File: src/hdl/mts_pkg.sv
package mts_pkg;

  // ----------------------------------------------------------------
  // Widths and lengths
  // ----------------------------------------------------------------
  localparam int unsigned LEN_W = 16;
  localparam logic [15:0] LEN_MAX = 16'hFFFF;

  // ----------------------------------------------------------------
  // Transmit size bins, inclusive bounds in bytes
  // ----------------------------------------------------------------
  localparam logic [15:0] BIN_1523_LO = 16'h05F3;
  localparam logic [15:0] BIN_1523_HI = 16'h060C;
  localparam logic [15:0] BIN_1549_LO = 16'h060D;
  localparam logic [15:0] BIN_1549_HI = 16'h07FF;
  localparam logic [15:0] BIN_2048_LO = 16'h0800;
  localparam logic [15:0] BIN_2048_HI = 16'h0FFF;
  localparam logic [15:0] BIN_4096_LO = 16'h1000;
  localparam logic [15:0] BIN_4096_HI = 16'h1FFF;
  localparam logic [15:0] BIN_8192_LO = 16'h2000;
  localparam logic [15:0] BIN_8192_HI = 16'h23FF;
  localparam logic [15:0] SMALL_LO    = 16'h0000;
  localparam logic [15:0] SMALL_HI    = 16'h003F;
  localparam logic [15:0] LARGE_LO    = 16'h2400;
  localparam logic [15:0] LARGE_HI    = 16'hFFFF;
  localparam logic [15:0] BAD_FCS_MIN = 16'h0040;

  // ----------------------------------------------------------------
  // Receive checksum handling and test pattern
  // ----------------------------------------------------------------
  localparam int unsigned FCS_BYTES    = 4;
  localparam logic [15:0] NO_STRIP_MAX = 16'h0008;
  localparam logic [7:0]  IDLE_CHAR    = 8'h07;
  localparam int unsigned SCR_W        = 58;
  localparam int unsigned SCR_TAP_A    = 38;
  localparam int unsigned SCR_TAP_B    = 57;

  // ----------------------------------------------------------------
  // Types
  // ----------------------------------------------------------------
  typedef struct packed {
    logic        done;
    logic [15:0] len;
    logic        fcs_bad;
    logic        abort;
  } mts_tx_evt_s;

  typedef struct packed {
    logic       valid;
    logic [7:0] data;
    logic       sop;
    logic       eop;
  } mts_rx_beat_s;

  typedef enum logic [1:0] {
    RX_IDLE,
    RX_PKT,
    RX_DRAIN
  } mts_rx_state_e;

endpackage

File: src/hdl/mts_bin_pulse.sv
`timescale 1ns/1ps
`default_nettype none
module mts_bin_pulse #(
  parameter logic [15:0] LO = 16'h0000,
  parameter logic [15:0] HI = 16'hFFFF
) (
  input  wire logic        ref_clk_in,
  input  wire logic        sys_rst_in,
  input  wire logic        hit_in,
  input  wire logic [15:0] len_in,
  output logic             pulse_out
);

  wire in_range = (len_in >= LO) && (len_in <= HI);

  always_ff @(posedge ref_clk_in)
  begin
    if (sys_rst_in)
      pulse_out <= 1'b0;
    else
      pulse_out <= hit_in && in_range;
  end

endmodule
`default_nettype wire

File: src/hdl/mts_stats_ctrl.sv
// Notes on behaviour
// RULE_01: Pulse bin for 1523..1548 byte transmits.
// RULE_02: Pulse bin for 1549..2047 byte transmits.
// RULE_03: Pulse bin for 2048..4095 byte transmits.
// RULE_04: Pulse bin for 4096..8191 byte transmits.
// RULE_05: Pulse bin for 8192..9215 byte transmits.
// RULE_06: Pulse undersize for transmits below 64 bytes.
// RULE_07: Pulse oversize for transmits above 9215 bytes.
// RULE_08: Pulse bad checksum above 64 bytes.
// RULE_09: Pulse frame error for user aborted packets.
// RULE_10: Local fault level while decoder initialises.
// RULE_11: Flag transmit FIFO under or overflow.
// RULE_12: User resets port after FIFO error.
// RULE_13: Test mode checks scrambled idle pattern.
// RULE_14: User holds receive enable high normally.
// RULE_15: Disable finishes current packet, then stops.
// RULE_16: Disabled receive reports nothing, stays idle.
// RULE_17: Strip checksum only when deletion enabled.
// RULE_18: Never strip packets of eight bytes or fewer.
// RULE_19: User changes deletion only during reset.
// RULE_20: Each increment lasts exactly one cycle.
`timescale 1ns/1ps
`default_nettype none
module mts_stats_ctrl (
  input  wire logic                  ref_clk_in,
  input  wire logic                  sys_rst_in,
  input  wire mts_pkg::mts_tx_evt_s  tx_evt_in,
  input  wire logic                  rx_decoder_init_in,
  input  wire logic                  tx_fifo_underflow_in,
  input  wire logic                  tx_fifo_overflow_in,
  input  wire logic                  rx_test_pattern_in,
  input  wire logic                  rx_enable_in,
  input  wire logic                  rx_delete_fcs_in,
  input  wire mts_pkg::mts_rx_beat_s rx_beat_in,
  output logic                       tx_bin_1523_1548_out,
  output logic                       tx_bin_1549_2047_out,
  output logic                       tx_bin_2048_4095_out,
  output logic                       tx_bin_4096_8191_out,
  output logic                       tx_bin_8192_9215_out,
  output logic                       tx_small_out,
  output logic                       tx_large_out,
  output logic                       tx_bad_fcs_out,
  output logic                       tx_frame_error_out,
  output logic                       tx_local_fault_out,
  output logic                       tx_fifo_error_out,
  output mts_pkg::mts_rx_beat_s      rx_beat_out,
  output logic                       rx_packet_out,
  output logic                       rx_test_error_out
);

  // ----------------------------------------------------------------
  // Transmit statistics
  // ----------------------------------------------------------------

  wire        tx_hit = tx_evt_in.done;
  wire [15:0] tx_len = tx_evt_in.len;

  mts_bin_pulse #(.LO(mts_pkg::BIN_1523_LO), .HI(mts_pkg::BIN_1523_HI)) u_bin_1523 (
    .ref_clk_in (ref_clk_in),
    .sys_rst_in (sys_rst_in),
    .hit_in     (tx_hit),
    .len_in     (tx_len),
    .pulse_out  (tx_bin_1523_1548_out)
  ); // RULE_01
  mts_bin_pulse #(.LO(mts_pkg::BIN_1549_LO), .HI(mts_pkg::BIN_1549_HI)) u_bin_1549 (
    .ref_clk_in (ref_clk_in),
    .sys_rst_in (sys_rst_in),
    .hit_in     (tx_hit),
    .len_in     (tx_len),
    .pulse_out  (tx_bin_1549_2047_out)
  ); // RULE_02
  mts_bin_pulse #(.LO(mts_pkg::BIN_2048_LO), .HI(mts_pkg::BIN_2048_HI)) u_bin_2048 (
    .ref_clk_in (ref_clk_in),
    .sys_rst_in (sys_rst_in),
    .hit_in     (tx_hit),
    .len_in     (tx_len),
    .pulse_out  (tx_bin_2048_4095_out)
  ); // RULE_03
  mts_bin_pulse #(.LO(mts_pkg::BIN_4096_LO), .HI(mts_pkg::BIN_4096_HI)) u_bin_4096 (
    .ref_clk_in (ref_clk_in),
    .sys_rst_in (sys_rst_in),
    .hit_in     (tx_hit),
    .len_in     (tx_len),
    .pulse_out  (tx_bin_4096_8191_out)
  ); // RULE_04
  mts_bin_pulse #(.LO(mts_pkg::BIN_8192_LO), .HI(mts_pkg::BIN_8192_HI)) u_bin_8192 (
    .ref_clk_in (ref_clk_in),
    .sys_rst_in (sys_rst_in),
    .hit_in     (tx_hit),
    .len_in     (tx_len),
    .pulse_out  (tx_bin_8192_9215_out)
  ); // RULE_05
  mts_bin_pulse #(.LO(mts_pkg::SMALL_LO), .HI(mts_pkg::SMALL_HI)) u_bin_small (
    .ref_clk_in (ref_clk_in),
    .sys_rst_in (sys_rst_in),
    .hit_in     (tx_hit),
    .len_in     (tx_len),
    .pulse_out  (tx_small_out)
  ); // RULE_06
  mts_bin_pulse #(.LO(mts_pkg::LARGE_LO), .HI(mts_pkg::LARGE_HI)) u_bin_large (
    .ref_clk_in (ref_clk_in),
    .sys_rst_in (sys_rst_in),
    .hit_in     (tx_hit),
    .len_in     (tx_len),
    .pulse_out  (tx_large_out)
  ); // RULE_07

  wire next_bad_fcs   = tx_hit && tx_evt_in.fcs_bad && (tx_len > mts_pkg::BAD_FCS_MIN); // RULE_08
  wire next_frame_err = tx_hit && tx_evt_in.abort; // RULE_09
  wire fifo_fault     = tx_fifo_underflow_in || tx_fifo_overflow_in;

  // Pulses follow the one-cycle done strobe, so each packet counts once.
  always_ff @(posedge ref_clk_in)
  begin
    if (sys_rst_in)
      tx_bad_fcs_out <= 1'b0;
    else
      tx_bad_fcs_out <= next_bad_fcs; // RULE_08 RULE_20
  end

  always_ff @(posedge ref_clk_in)
  begin
    if (sys_rst_in)
      tx_frame_error_out <= 1'b0;
    else
      tx_frame_error_out <= next_frame_err; // RULE_09 RULE_20
  end

  // ----------------------------------------------------------------
  // Transmit fault status
  // ----------------------------------------------------------------

  // The fault is a level that tracks the decoder, not an event to be counted.
  always_ff @(posedge ref_clk_in)
  begin
    if (sys_rst_in)
      tx_local_fault_out <= 1'b0;
    else
      tx_local_fault_out <= rx_decoder_init_in; // RULE_10
  end

  // The FIFO error is held until reset, since the port cannot recover without one.
  always_ff @(posedge ref_clk_in)
  begin
    if (sys_rst_in)
      tx_fifo_error_out <= 1'b0;
    else if (fifo_fault)
      tx_fifo_error_out <= 1'b1; // RULE_11 RULE_12
  end

  // ----------------------------------------------------------------
  // Receive acceptance and checksum removal
  // ----------------------------------------------------------------

  mts_pkg::mts_rx_state_e state;
  mts_pkg::mts_rx_state_e next_state;
  logic [7:0]             dly [mts_pkg::FCS_BYTES];
  logic [3:0]             vld;
  logic [15:0]            len;
  logic                   del_pkt;

  wire rx_open   = rx_enable_in && !rx_test_pattern_in;
  wire start     = (state != mts_pkg::RX_PKT) && rx_beat_in.valid && rx_beat_in.sop
                   && rx_open; // RULE_15 RULE_16
  wire take      = start || ((state == mts_pkg::RX_PKT) && rx_beat_in.valid); // RULE_15
  wire last_in   = take && rx_beat_in.eop;
  wire [15:0] len_in_pkt = start ? 16'h0001
                         : ((len == mts_pkg::LEN_MAX) ? len : len + 16'h0001);
  wire strip     = (start ? rx_delete_fcs_in : del_pkt)
                   && (len_in_pkt > mts_pkg::NO_STRIP_MAX); // RULE_17 RULE_18 RULE_19
  wire drain     = (state == mts_pkg::RX_DRAIN);
  wire shift     = take || drain;
  wire emit      = shift && vld[3];
  wire emit_eop  = (last_in && strip) || (drain && vld[3] && (vld[2:0] == 3'b000));
  wire [3:0] next_vld = (last_in && strip) ? 4'h0
                      : (start ? 4'h1 : {vld[2:0], take});
  wire drain_done = drain && ((vld[2:0] == 3'b000));

  // ----------------------------------------------------------------
  // Receive state machine
  // ----------------------------------------------------------------

  always_comb
  begin
    next_state = state;
    unique case (state)
      mts_pkg::RX_IDLE:
        if (last_in)
          next_state = strip ? mts_pkg::RX_IDLE : mts_pkg::RX_DRAIN;
        else if (start)
          next_state = mts_pkg::RX_PKT;
      mts_pkg::RX_PKT:
        if (last_in)
          next_state = strip ? mts_pkg::RX_IDLE : mts_pkg::RX_DRAIN;
      mts_pkg::RX_DRAIN:
        if (last_in)
          next_state = strip ? mts_pkg::RX_IDLE : mts_pkg::RX_DRAIN;
        else if (start)
          next_state = mts_pkg::RX_PKT;
        else if (drain_done)
          next_state = mts_pkg::RX_IDLE;
    endcase
  end

  always_ff @(posedge ref_clk_in)
  begin
    if (sys_rst_in)
    begin
      state <= mts_pkg::RX_IDLE;
      vld   <= 4'h0;
      len   <= 16'h0000;
    end
    else
    begin
      state <= next_state;
      if (shift)
        vld <= next_vld;
      if (take)
        len <= len_in_pkt;
    end
  end

  // Deletion is latched per packet, so a change mid-packet cannot split it.
  always_ff @(posedge ref_clk_in)
  begin
    if (sys_rst_in)
      del_pkt <= 1'b0;
    else if (start)
      del_pkt <= rx_delete_fcs_in; // RULE_17 RULE_19
  end

  // ----------------------------------------------------------------
  // Receive delay line
  // ----------------------------------------------------------------

  // Four bytes are held back so that a trailing checksum can be dropped.
  always_ff @(posedge ref_clk_in)
  begin
    if (shift)
    begin
      dly[0] <= rx_beat_in.data;
      for (int i = 1; i < mts_pkg::FCS_BYTES; i++)
        dly[i] <= dly[i-1];
    end
  end

  // ----------------------------------------------------------------
  // Receive output stage
  // ----------------------------------------------------------------

  // The first byte of a packet is the first one after an idle output cycle, with the delay line not full or holding only the first four bytes.
  wire out_first = emit && (vld[2:0] != 3'b111 || len == 16'h0004) && !rx_beat_out.valid;
  wire out_last  = emit && emit_eop;

  // A packet arriving while the previous one still drains would overlap it; the
  // inter-packet gap of the link is relied on to cover the four drain cycles.
  always_ff @(posedge ref_clk_in)
  begin
    if (sys_rst_in)
    begin
      rx_beat_out   <= '0;
      rx_packet_out <= 1'b0;
    end
    else
    begin
      rx_beat_out.valid <= emit; // RULE_16
      rx_beat_out.data  <= emit ? dly[3] : 8'h00;
      rx_beat_out.sop   <= out_first;
      rx_beat_out.eop   <= out_last; // RULE_17
      rx_packet_out     <= out_last; // RULE_20
    end
  end

  // ----------------------------------------------------------------
  // Receive test pattern check
  // ----------------------------------------------------------------

  logic [mts_pkg::SCR_W-1:0] scr;
  logic [mts_pkg::SCR_W-1:0] next_scr;
  logic [7:0]                descr;

  // Self-synchronising descrambler, bit 0 of the byte first.
  always_comb
  begin
    next_scr = scr;
    descr    = 8'h00;
    for (int b = 0; b < 8; b++)
    begin
      descr[b] = rx_beat_in.data[b] ^ next_scr[mts_pkg::SCR_TAP_A]
                 ^ next_scr[mts_pkg::SCR_TAP_B];
      next_scr = {next_scr[mts_pkg::SCR_W-2:0], rx_beat_in.data[b]};
    end
  end

  wire test_on  = rx_test_pattern_in && rx_enable_in; // RULE_13 RULE_16
  wire test_bad = test_on && rx_beat_in.valid && (descr != mts_pkg::IDLE_CHAR);

  // The first 58 bits after entry flush the descrambler and may flag spuriously.
  always_ff @(posedge ref_clk_in)
  begin
    if (sys_rst_in)
    begin
      scr               <= '0;
      rx_test_error_out <= 1'b0;
    end
    else
    begin
      if (rx_beat_in.valid)
        scr <= next_scr;
      rx_test_error_out <= test_bad; // RULE_13
    end
  end

endmodule
`default_nettype wire

File: config.mk
export PLATFORM = sky130hd
export DESIGN_NAME = mts_stats_ctrl
export DESIGN_NICKNAME = d
export VERILOG_FILES = /design/src/hdl/mts_pkg.sv /design/src/hdl/mts_bin_pulse.sv /design/src/hdl/mts_stats_ctrl.sv
export SDC_FILE = /design/constraint.sdc
export NUM_CORES = 1
export LEC_CHECK = 0
export ABC_CLOCK_PERIOD_IN_PS = 2900
export BUFFER_PORTS_ARGS = -buffer_cell sky130_fd_sc_hd__buf_2
export CAP_MARGIN = 10
export CORE_AREA = 2 2 107 109
export CTS_CLUSTER_DIAMETER = 150
export DETAILED_ROUTE_END_ITERATION = 6
export DIE_AREA = 0 0 109 111
export PLACE_DENSITY = 0.76
export SYNTH_ARGS = -nofsm -noshare
export SYNTH_HDL_FRONTEND = slang
export SYNTH_SLANG_ARGS = --single-unit
File: constraint.sdc
create_clock -name ref_clk_in -period 2.9 [get_ports ref_clk_in]
set_input_delay 0.725 -clock ref_clk_in [delete_from_list [all_inputs] [get_ports ref_clk_in]]
set_output_delay 0.725 -clock ref_clk_in [all_outputs]
set_load 0.005 [all_outputs]
* Word-level counts from Yosys, hierarchy flattened
Memories as Yosys holds them, arrays and structs flattened. A register that Yosys moved wholly into a read port is not among the register bits.
Index checks and enable logic that the tools add are counted.
** Storage, ports and cells
- Register bits after elaboration :: 96
- Output and inout port bits :: 24
- Memory bits (read-only) :: 0
- Bits in writable memories :: 32
- Word-level logic and storage cells :: 126
- Memories kept :: 1
- Input port bits :: 38
- Latch bits :: 0
** Memory list
- dly :: words 4, bits a word 8, rd ports 4, clocked after Yosys merged registers in 1, write ports 4, line mts_stats_ctrl.sv:157 : logic [7:0] dly [mts_pkg::FCS_BYTES];
** Cells by class
- Reductions and logical operators :: 46
- $mul :: 0
- Shift operators :: 0
- Multiplexer cells :: 15
- Add/subtract/negate cells :: 1
- Bitwise logic cells :: 17
- Div/mod/pow operators :: 0
- Eq/ne operators :: 10
- $lt $le $gt $ge :: 16
** Operator list (number)
- 1-bit logical AND :: 35
- 16-bit by 11-bit >= comparator with 1-bit output, second input constant :: 2
- 16-bit by 14-bit >= comparator with 1-bit output, second input constant :: 2
- 16-bit by 11-bit less-or-equal comparator with 1-bit output, second input constant :: 2
- 16-bit two-way mux :: 2
- 16-bit by 1-bit adder with 16-bit output, second input constant :: 1
- 16-bit equality test, second input constant :: 1
- 16-bit by 3-bit equality test with 1-bit output, second input constant :: 1
- 16-bit by 1-bit >= comparator with 1-bit output, second input constant :: 1
- 16-bit by 12-bit >= comparator with 1-bit output, second input constant :: 1
- 16-bit by 13-bit >= comparator with 1-bit output, second input constant :: 1
- 16-bit by 4-bit > comparator with 1-bit output, second input constant :: 1
- 16-bit by 7-bit > comparator with 1-bit output, second input constant :: 1
- 16-bit by 12-bit less-or-equal comparator with 1-bit output, second input constant :: 1
- 16-bit by 13-bit less-or-equal comparator with 1-bit output, second input constant :: 1
- 16-bit by 14-bit less-or-equal comparator with 1-bit output, second input constant :: 1
- 16-bit less-or-equal comparator, second input constant :: 1
- 16-bit by 6-bit less-or-equal comparator with 1-bit output, second input constant :: 1
- 1-bit bitwise XOR :: 16
- 2-bit two-way mux :: 7
- 4-bit two-way mux :: 2
- 8-bit by 3-bit != test with 1-bit output, second input constant :: 1
- 3-bit != test, second input constant :: 2
- 2-bit one-hot mux with 3 select lines :: 1
- other kinds (13) :: 20

* Depth between registers and ports, before layout
- Depth after elaboration :: 10
- Depth in mapped cells :: 9
- Mapped depth without buffers :: 9

* Modules after synthesis
Synthesis repeated with hierarchy kept, for this count alone.
** Second synthesis, totals
- Cell total of the unflattened synthesis :: 534
- Area total of the unflattened synthesis :: 5629.1 um^2
** Modules (own cells, without submodules)
- mts_stats_ctrl :: cells each 493, sequential area each 2902.8 um^2, times used 1, area each 5231.3 um^2
- mts_bin_pulse (u_bin_1523) :: cells each 13, sequential area each 20.0 um^2, times used 1, area each 111.4 um^2
- mts_bin_pulse (u_bin_1549) :: cells each 8, sequential area each 20.0 um^2, times used 1, area each 68.8 um^2
- mts_bin_pulse (u_bin_small) :: cells each 5, sequential area each 20.0 um^2, times used 1, area each 47.5 um^2
- mts_bin_pulse (u_bin_2048) :: cells each 3, sequential area each 20.0 um^2, times used 1, area each 43.8 um^2
- mts_bin_pulse (u_bin_8192) :: cells each 4, sequential area each 20.0 um^2, times used 1, area each 42.5 um^2
- mts_bin_pulse (u_bin_large) :: cells each 5, sequential area each 20.0 um^2, times used 1, area each 42.5 um^2
- mts_bin_pulse (u_bin_4096) :: cells each 3, sequential area each 20.0 um^2, times used 1, area each 41.3 um^2

* Least setup slack after synthesis
OpenSTA, ideal clock, no wires.
- Path type :: input-to-reg
- Start point :: input port rx_beat_in[10] in the netlist's numbering
- End point :: register vld[1]
- Required time :: 2776 ps
- Setup slack :: 166 ps
- Library setup time :: 124 ps
- Arrival time :: 2610 ps
- Path buffers :: 1
- Cell stages on the path :: 9
- Path through :: buf_2 nand2_1 or4b_1 nand2_1 nor2_1 inv_1 nor2_1 nand2_1 o21ai_1
** Between the ends
- Cells in the longest elaborated chain, start to end :: 8
- Elaborated cells between the ends (all ways) :: 14
- Those cells by class :: 1 x order compare; 4 x mux; 9 x reduce/logical
** RTL lines
- from (decl) :: line mts_stats_ctrl.sv:34 : input wire mts_pkg::mts_rx_beat_s rx_beat_in,
- 1-bit logical AND (2 in a row) :: line mts_stats_ctrl.sv:163 : wire start = (state != mts_pkg::RX_PKT) && rx_beat_in.valid && rx_beat_in.sop
- 1-bit logical AND :: line mts_stats_ctrl.sv:164 : && rx_open;
- 16-bit two-way mux :: line mts_stats_ctrl.sv:167 : wire [15:0] len_in_pkt = start ? 16'h0001
- 16-bit by 4-bit > comparator with 1-bit output :: line mts_stats_ctrl.sv:170 : && (len_in_pkt > mts_pkg::NO_STRIP_MAX);
- 1-bit logical AND :: line mts_stats_ctrl.sv:170
- 1-bit logical AND :: line mts_stats_ctrl.sv:175 : wire [3:0] next_vld = (last_in && strip) ? 4'h0
- 4-bit two-way mux :: line mts_stats_ctrl.sv:175
- to (signal assigned) :: line mts_stats_ctrl.sv:217 : vld <= next_vld;
- to (decl) :: line mts_stats_ctrl.sv:158 : logic [3:0] vld;
Parallel ways exist; a longest one is shown, timed or not.
A chain may end at the register's enable or synchronous reset.

* Worst setup path after layout
- Start point :: register len[0]
- End point :: register rx_packet_out
** Between the ends
- Cells in the longest elaborated chain, start to end :: 8
- Elaborated cells between the ends (all ways) :: 9
- Those cells by class :: 1 x add/sub; 1 x order compare; 1 x eq/ne; 2 x mux; 4 x reduce/logical
** RTL lines
- from (decl) :: line mts_stats_ctrl.sv:159 : logic [15:0] len;
- from (signal assigned) :: line mts_stats_ctrl.sv:219 : len <= len_in_pkt;
- 16-bit by 1-bit adder with 16-bit output / 16-bit equality test (equally long branches) :: line mts_stats_ctrl.sv:168 : : ((len == mts_pkg::LEN_MAX) ? len : len + 16'h0001);
- 16-bit two-way mux (*) :: line mts_stats_ctrl.sv:168
- 16-bit two-way mux (*) :: line mts_stats_ctrl.sv:167
- 16-bit by 4-bit > comparator with 1-bit output (*) :: line mts_stats_ctrl.sv:170
- 1-bit logical AND (*) :: line mts_stats_ctrl.sv:170
- 1-bit logical AND (*) :: line mts_stats_ctrl.sv:174 : wire emit_eop = (last_in && strip) || (drain && vld[3] && (vld[2:0] == 3'b000));
- 1-bit logical OR (*) :: line mts_stats_ctrl.sv:174
- 1-bit logical AND (*) :: line mts_stats_ctrl.sv:253 : wire out_last = emit && emit_eop;
- to (signal assigned) :: line mts_stats_ctrl.sv:270 : rx_packet_out <= out_last;
- to (decl) :: line mts_stats_ctrl.sv:47 : output logic rx_packet_out,
Mark *: on every way between the ends. The rest lies on a longest branch, timed or not.

==> flow_metrics.tcl <==
set metrics [dict create \
    status "completed" \
    synth.most_common_cell "dfxtp_1" \
    setup_viol 0 \
    nets 615 \
    grt-ovfl-total 0 \
    die_height_um 111 \
    track_usage_pct 18.42 \
    dp.cells 696 \
    drc 0 \
    placed_cell_area_um2 5921 \
    port_buffers 61 \
    criticalPathCategory "reg -> reg" \
    synthTopCellsByArea "dfxtp_1, edfxtp_1, mux2i_1" \
    cap_violations 0 \
    drive_gt1_share_pct 18.29 \
    ir_drop_v 0.0004935 \
    dp_slack_ps 353.1 \
    fin_area_um2 6515 \
    finalClockSkew_ps 8.188 \
    crit_path_start_kind "register" \
    vias 3812 \
    die_area_um2 12100 \
    rsz0062_at_grt "no" \
    power_mw 4.760 \
    fin_ws_ps 307.8 \
    core-area_um2 11080 \
    hold_viol 0 \
    crit_fanout 8 \
    synth_top_area_share_pct 37.66 \
    synth_edf_count 32 \
    post-route-period-util_pct 89.39 \
    antenna_found_initial 0 \
    viasPerCell 5.236 \
    ios 62 \
    clkTransAtPathRegs_ps 60 \
    cts_buffers 17 \
    hold_buffers 0 \
    die-width_um 109 \
    synth_cells 512 \
    worst_pin_slew_ps 904.6 \
    antenna_cells 0 \
    place_congestion 0.8882 \
    yosys.area.top_type "dfxtp_1" \
    drtPass1Iterations 4 \
    grt_pass1_vias 3660 \
    ys_warn_count 0 \
    syn_nets 555 \
    synthFlopType "dfxtp_1" \
    async_flop_share_pct 0 \
    slew_viol_final 0 \
    postCtsSetupBuffers 0 \
    tritoncts "done" \
    seq_area_frac_synth_pct 55.05 \
    hold_class "reg -> reg" \
    worst_setup_path_end_kind "register" \
    cts_buffer_depth 2 \
    finalSetupTns_ps 0 \
    start_util_pct 49.90 \
    ys_ff_latch 136 \
    syn_area_um2 5528 \
    max_freq_ghz 0.3858 \
    leakagePower_nw 2.694 \
    insertion_delay_ps 410 \
    htreeDepth 4 \
    place_hpwl_mm 6.816 \
    fin_crit_ps 2592 \
    routed_wl_mm 10.22 \
    grt_max_degree 59 \
    ys_top_cells_by_count "dfxtp_1, nor2_1, mux2i_1" \
    relSlewSlack_pct 39.70 \
    final_antenna_net_count 0 \
    arrival_ps 2890 \
    power_density_nw_per_um2 730.6 \
    required_ps 3200 \
    ys_types 55 \
    grt_pass1_wl_mm 17.24 \
    area_delta_synth_final_pct 17.86 \
    num_rows 39 \
    cts.sinks 136 \
    post_drt_wl_per_cell_um 14.03 \
    fin_cells 728 \
    root_buffer "clkbuf_16" \
    post_cts_resized 0 \
    drt_iter0_drc 181 \
    synth.avg_cell_area_um2 10.80 \
]
[kinds of logic after synthesis]
family / after synthesis / share of synthesized area, %
multiplexers: 61 / 11.05
adder cells (fa/ha/maj): 5 / 1.132
AND/OR/NAND/NOR: 204 / 19.62
AO/OA/AOI/OAI: 45 / 5.591
XOR/XNOR: 27 / 4.278
buffers and inverters: 34 / 3.282
flip-flops: 136 / 55.05
[state kept, by name, summed over array words and instances, names as in the netlist, 2 cells and up]
name	count
dly	32
rx_beat_out	10
scr	58
len	16
vld	4
state	2
[cells in the final DEF (no fill, tap or decap), types with 4 or more instances in the layout]
cell / instances
clkbuf_16: 18
nand2_1: 25
a211oi_1: 9
dfxtp_1: 104
o211ai_1: 4
buf_2: 60
mux2i_1: 61
buf_4: 6
ha_1: 5
edfxtp_1: 32
nor3_1: 13
xor2_1: 10
nor2_1: 92
inv_1: 8
and3b_1: 4
a21oi_1: 11
nand3_1: 11
o21ai_1: 5
xnor2_1: 17
nor3b_1: 4
and2_1: 11
nand4_1: 5
nor4_1: 9
[layer usage]
layer	track usage (%)	vias up	wire length, um
met2	28.03	89	4884
met1	23.88	1783	4663
met5	0	-	0
met4	7.863	0	206
li1	-	1923	-
met3	6.055	17	462
[through the flow]
| stage | hold WS, ps | utilization, % |
|---|---|---|
| final | 414.9 | 58.82 |
| after global routing | 424.0 | 58.82 |
| after floorplan | 400.3 | - |
| after CTS | 415.5 | 58.82 |
| after global placement | 401.7 | 53.45 |
| after detailed placement | 404.5 | 53.45 |
[final timing paths]
| kind | start | to | slack, ps | cells after the start |
|---|---|---|---|---|
| worst max-delay path | len[0]$_SDFFE_PP0N_ | rx_packet_out$_SDFF_PP0_ | 310 | 8 |
| worst min-delay path | dly[2][5]$_DFFE_PN_ | dly[3][5]$_DFFE_PN_ | 410 | 0 |
| worst max register to register | len[0]$_SDFFE_PP0N_ | rx_packet_out$_SDFF_PP0_ | 310 | 8 |
| worst min register to register | dly[2][5]$_DFFE_PN_ | dly[3][5]$_DFFE_PN_ | 410 | 0 |
[critical path: stages, from the launching register on]
cell      delay (ps)
dfxtp_1          430
ha_1             330
nand3_1          230
nor3_1           400
mux2i_1          240
o211ai_1         170
nor4_4           380
nor3_2           110
o21a_1           200
[final cells by class]
cell class,count,area [um^2]
inverter,8,30.03
sequential,136,3043
tap,143,178.9
clock inverter,10,118.9
clock buffer,22,475.5
multi-input combinational,342,2303
fill,868,4562
timing repair buffer,67,365.4
[power breakdown]
part	switching (mW)	leakage (nW)	internal, mW	total (mW)
combinational	0.282	1.26	0.160	0.442
sequential	0.0522	1.14	2.15	2.20
clock	0.774	0.294	1.34	2.12
total	1.11	2.69	3.65	4.76
No activity file was read; power rests on OpenSTA's default activity.
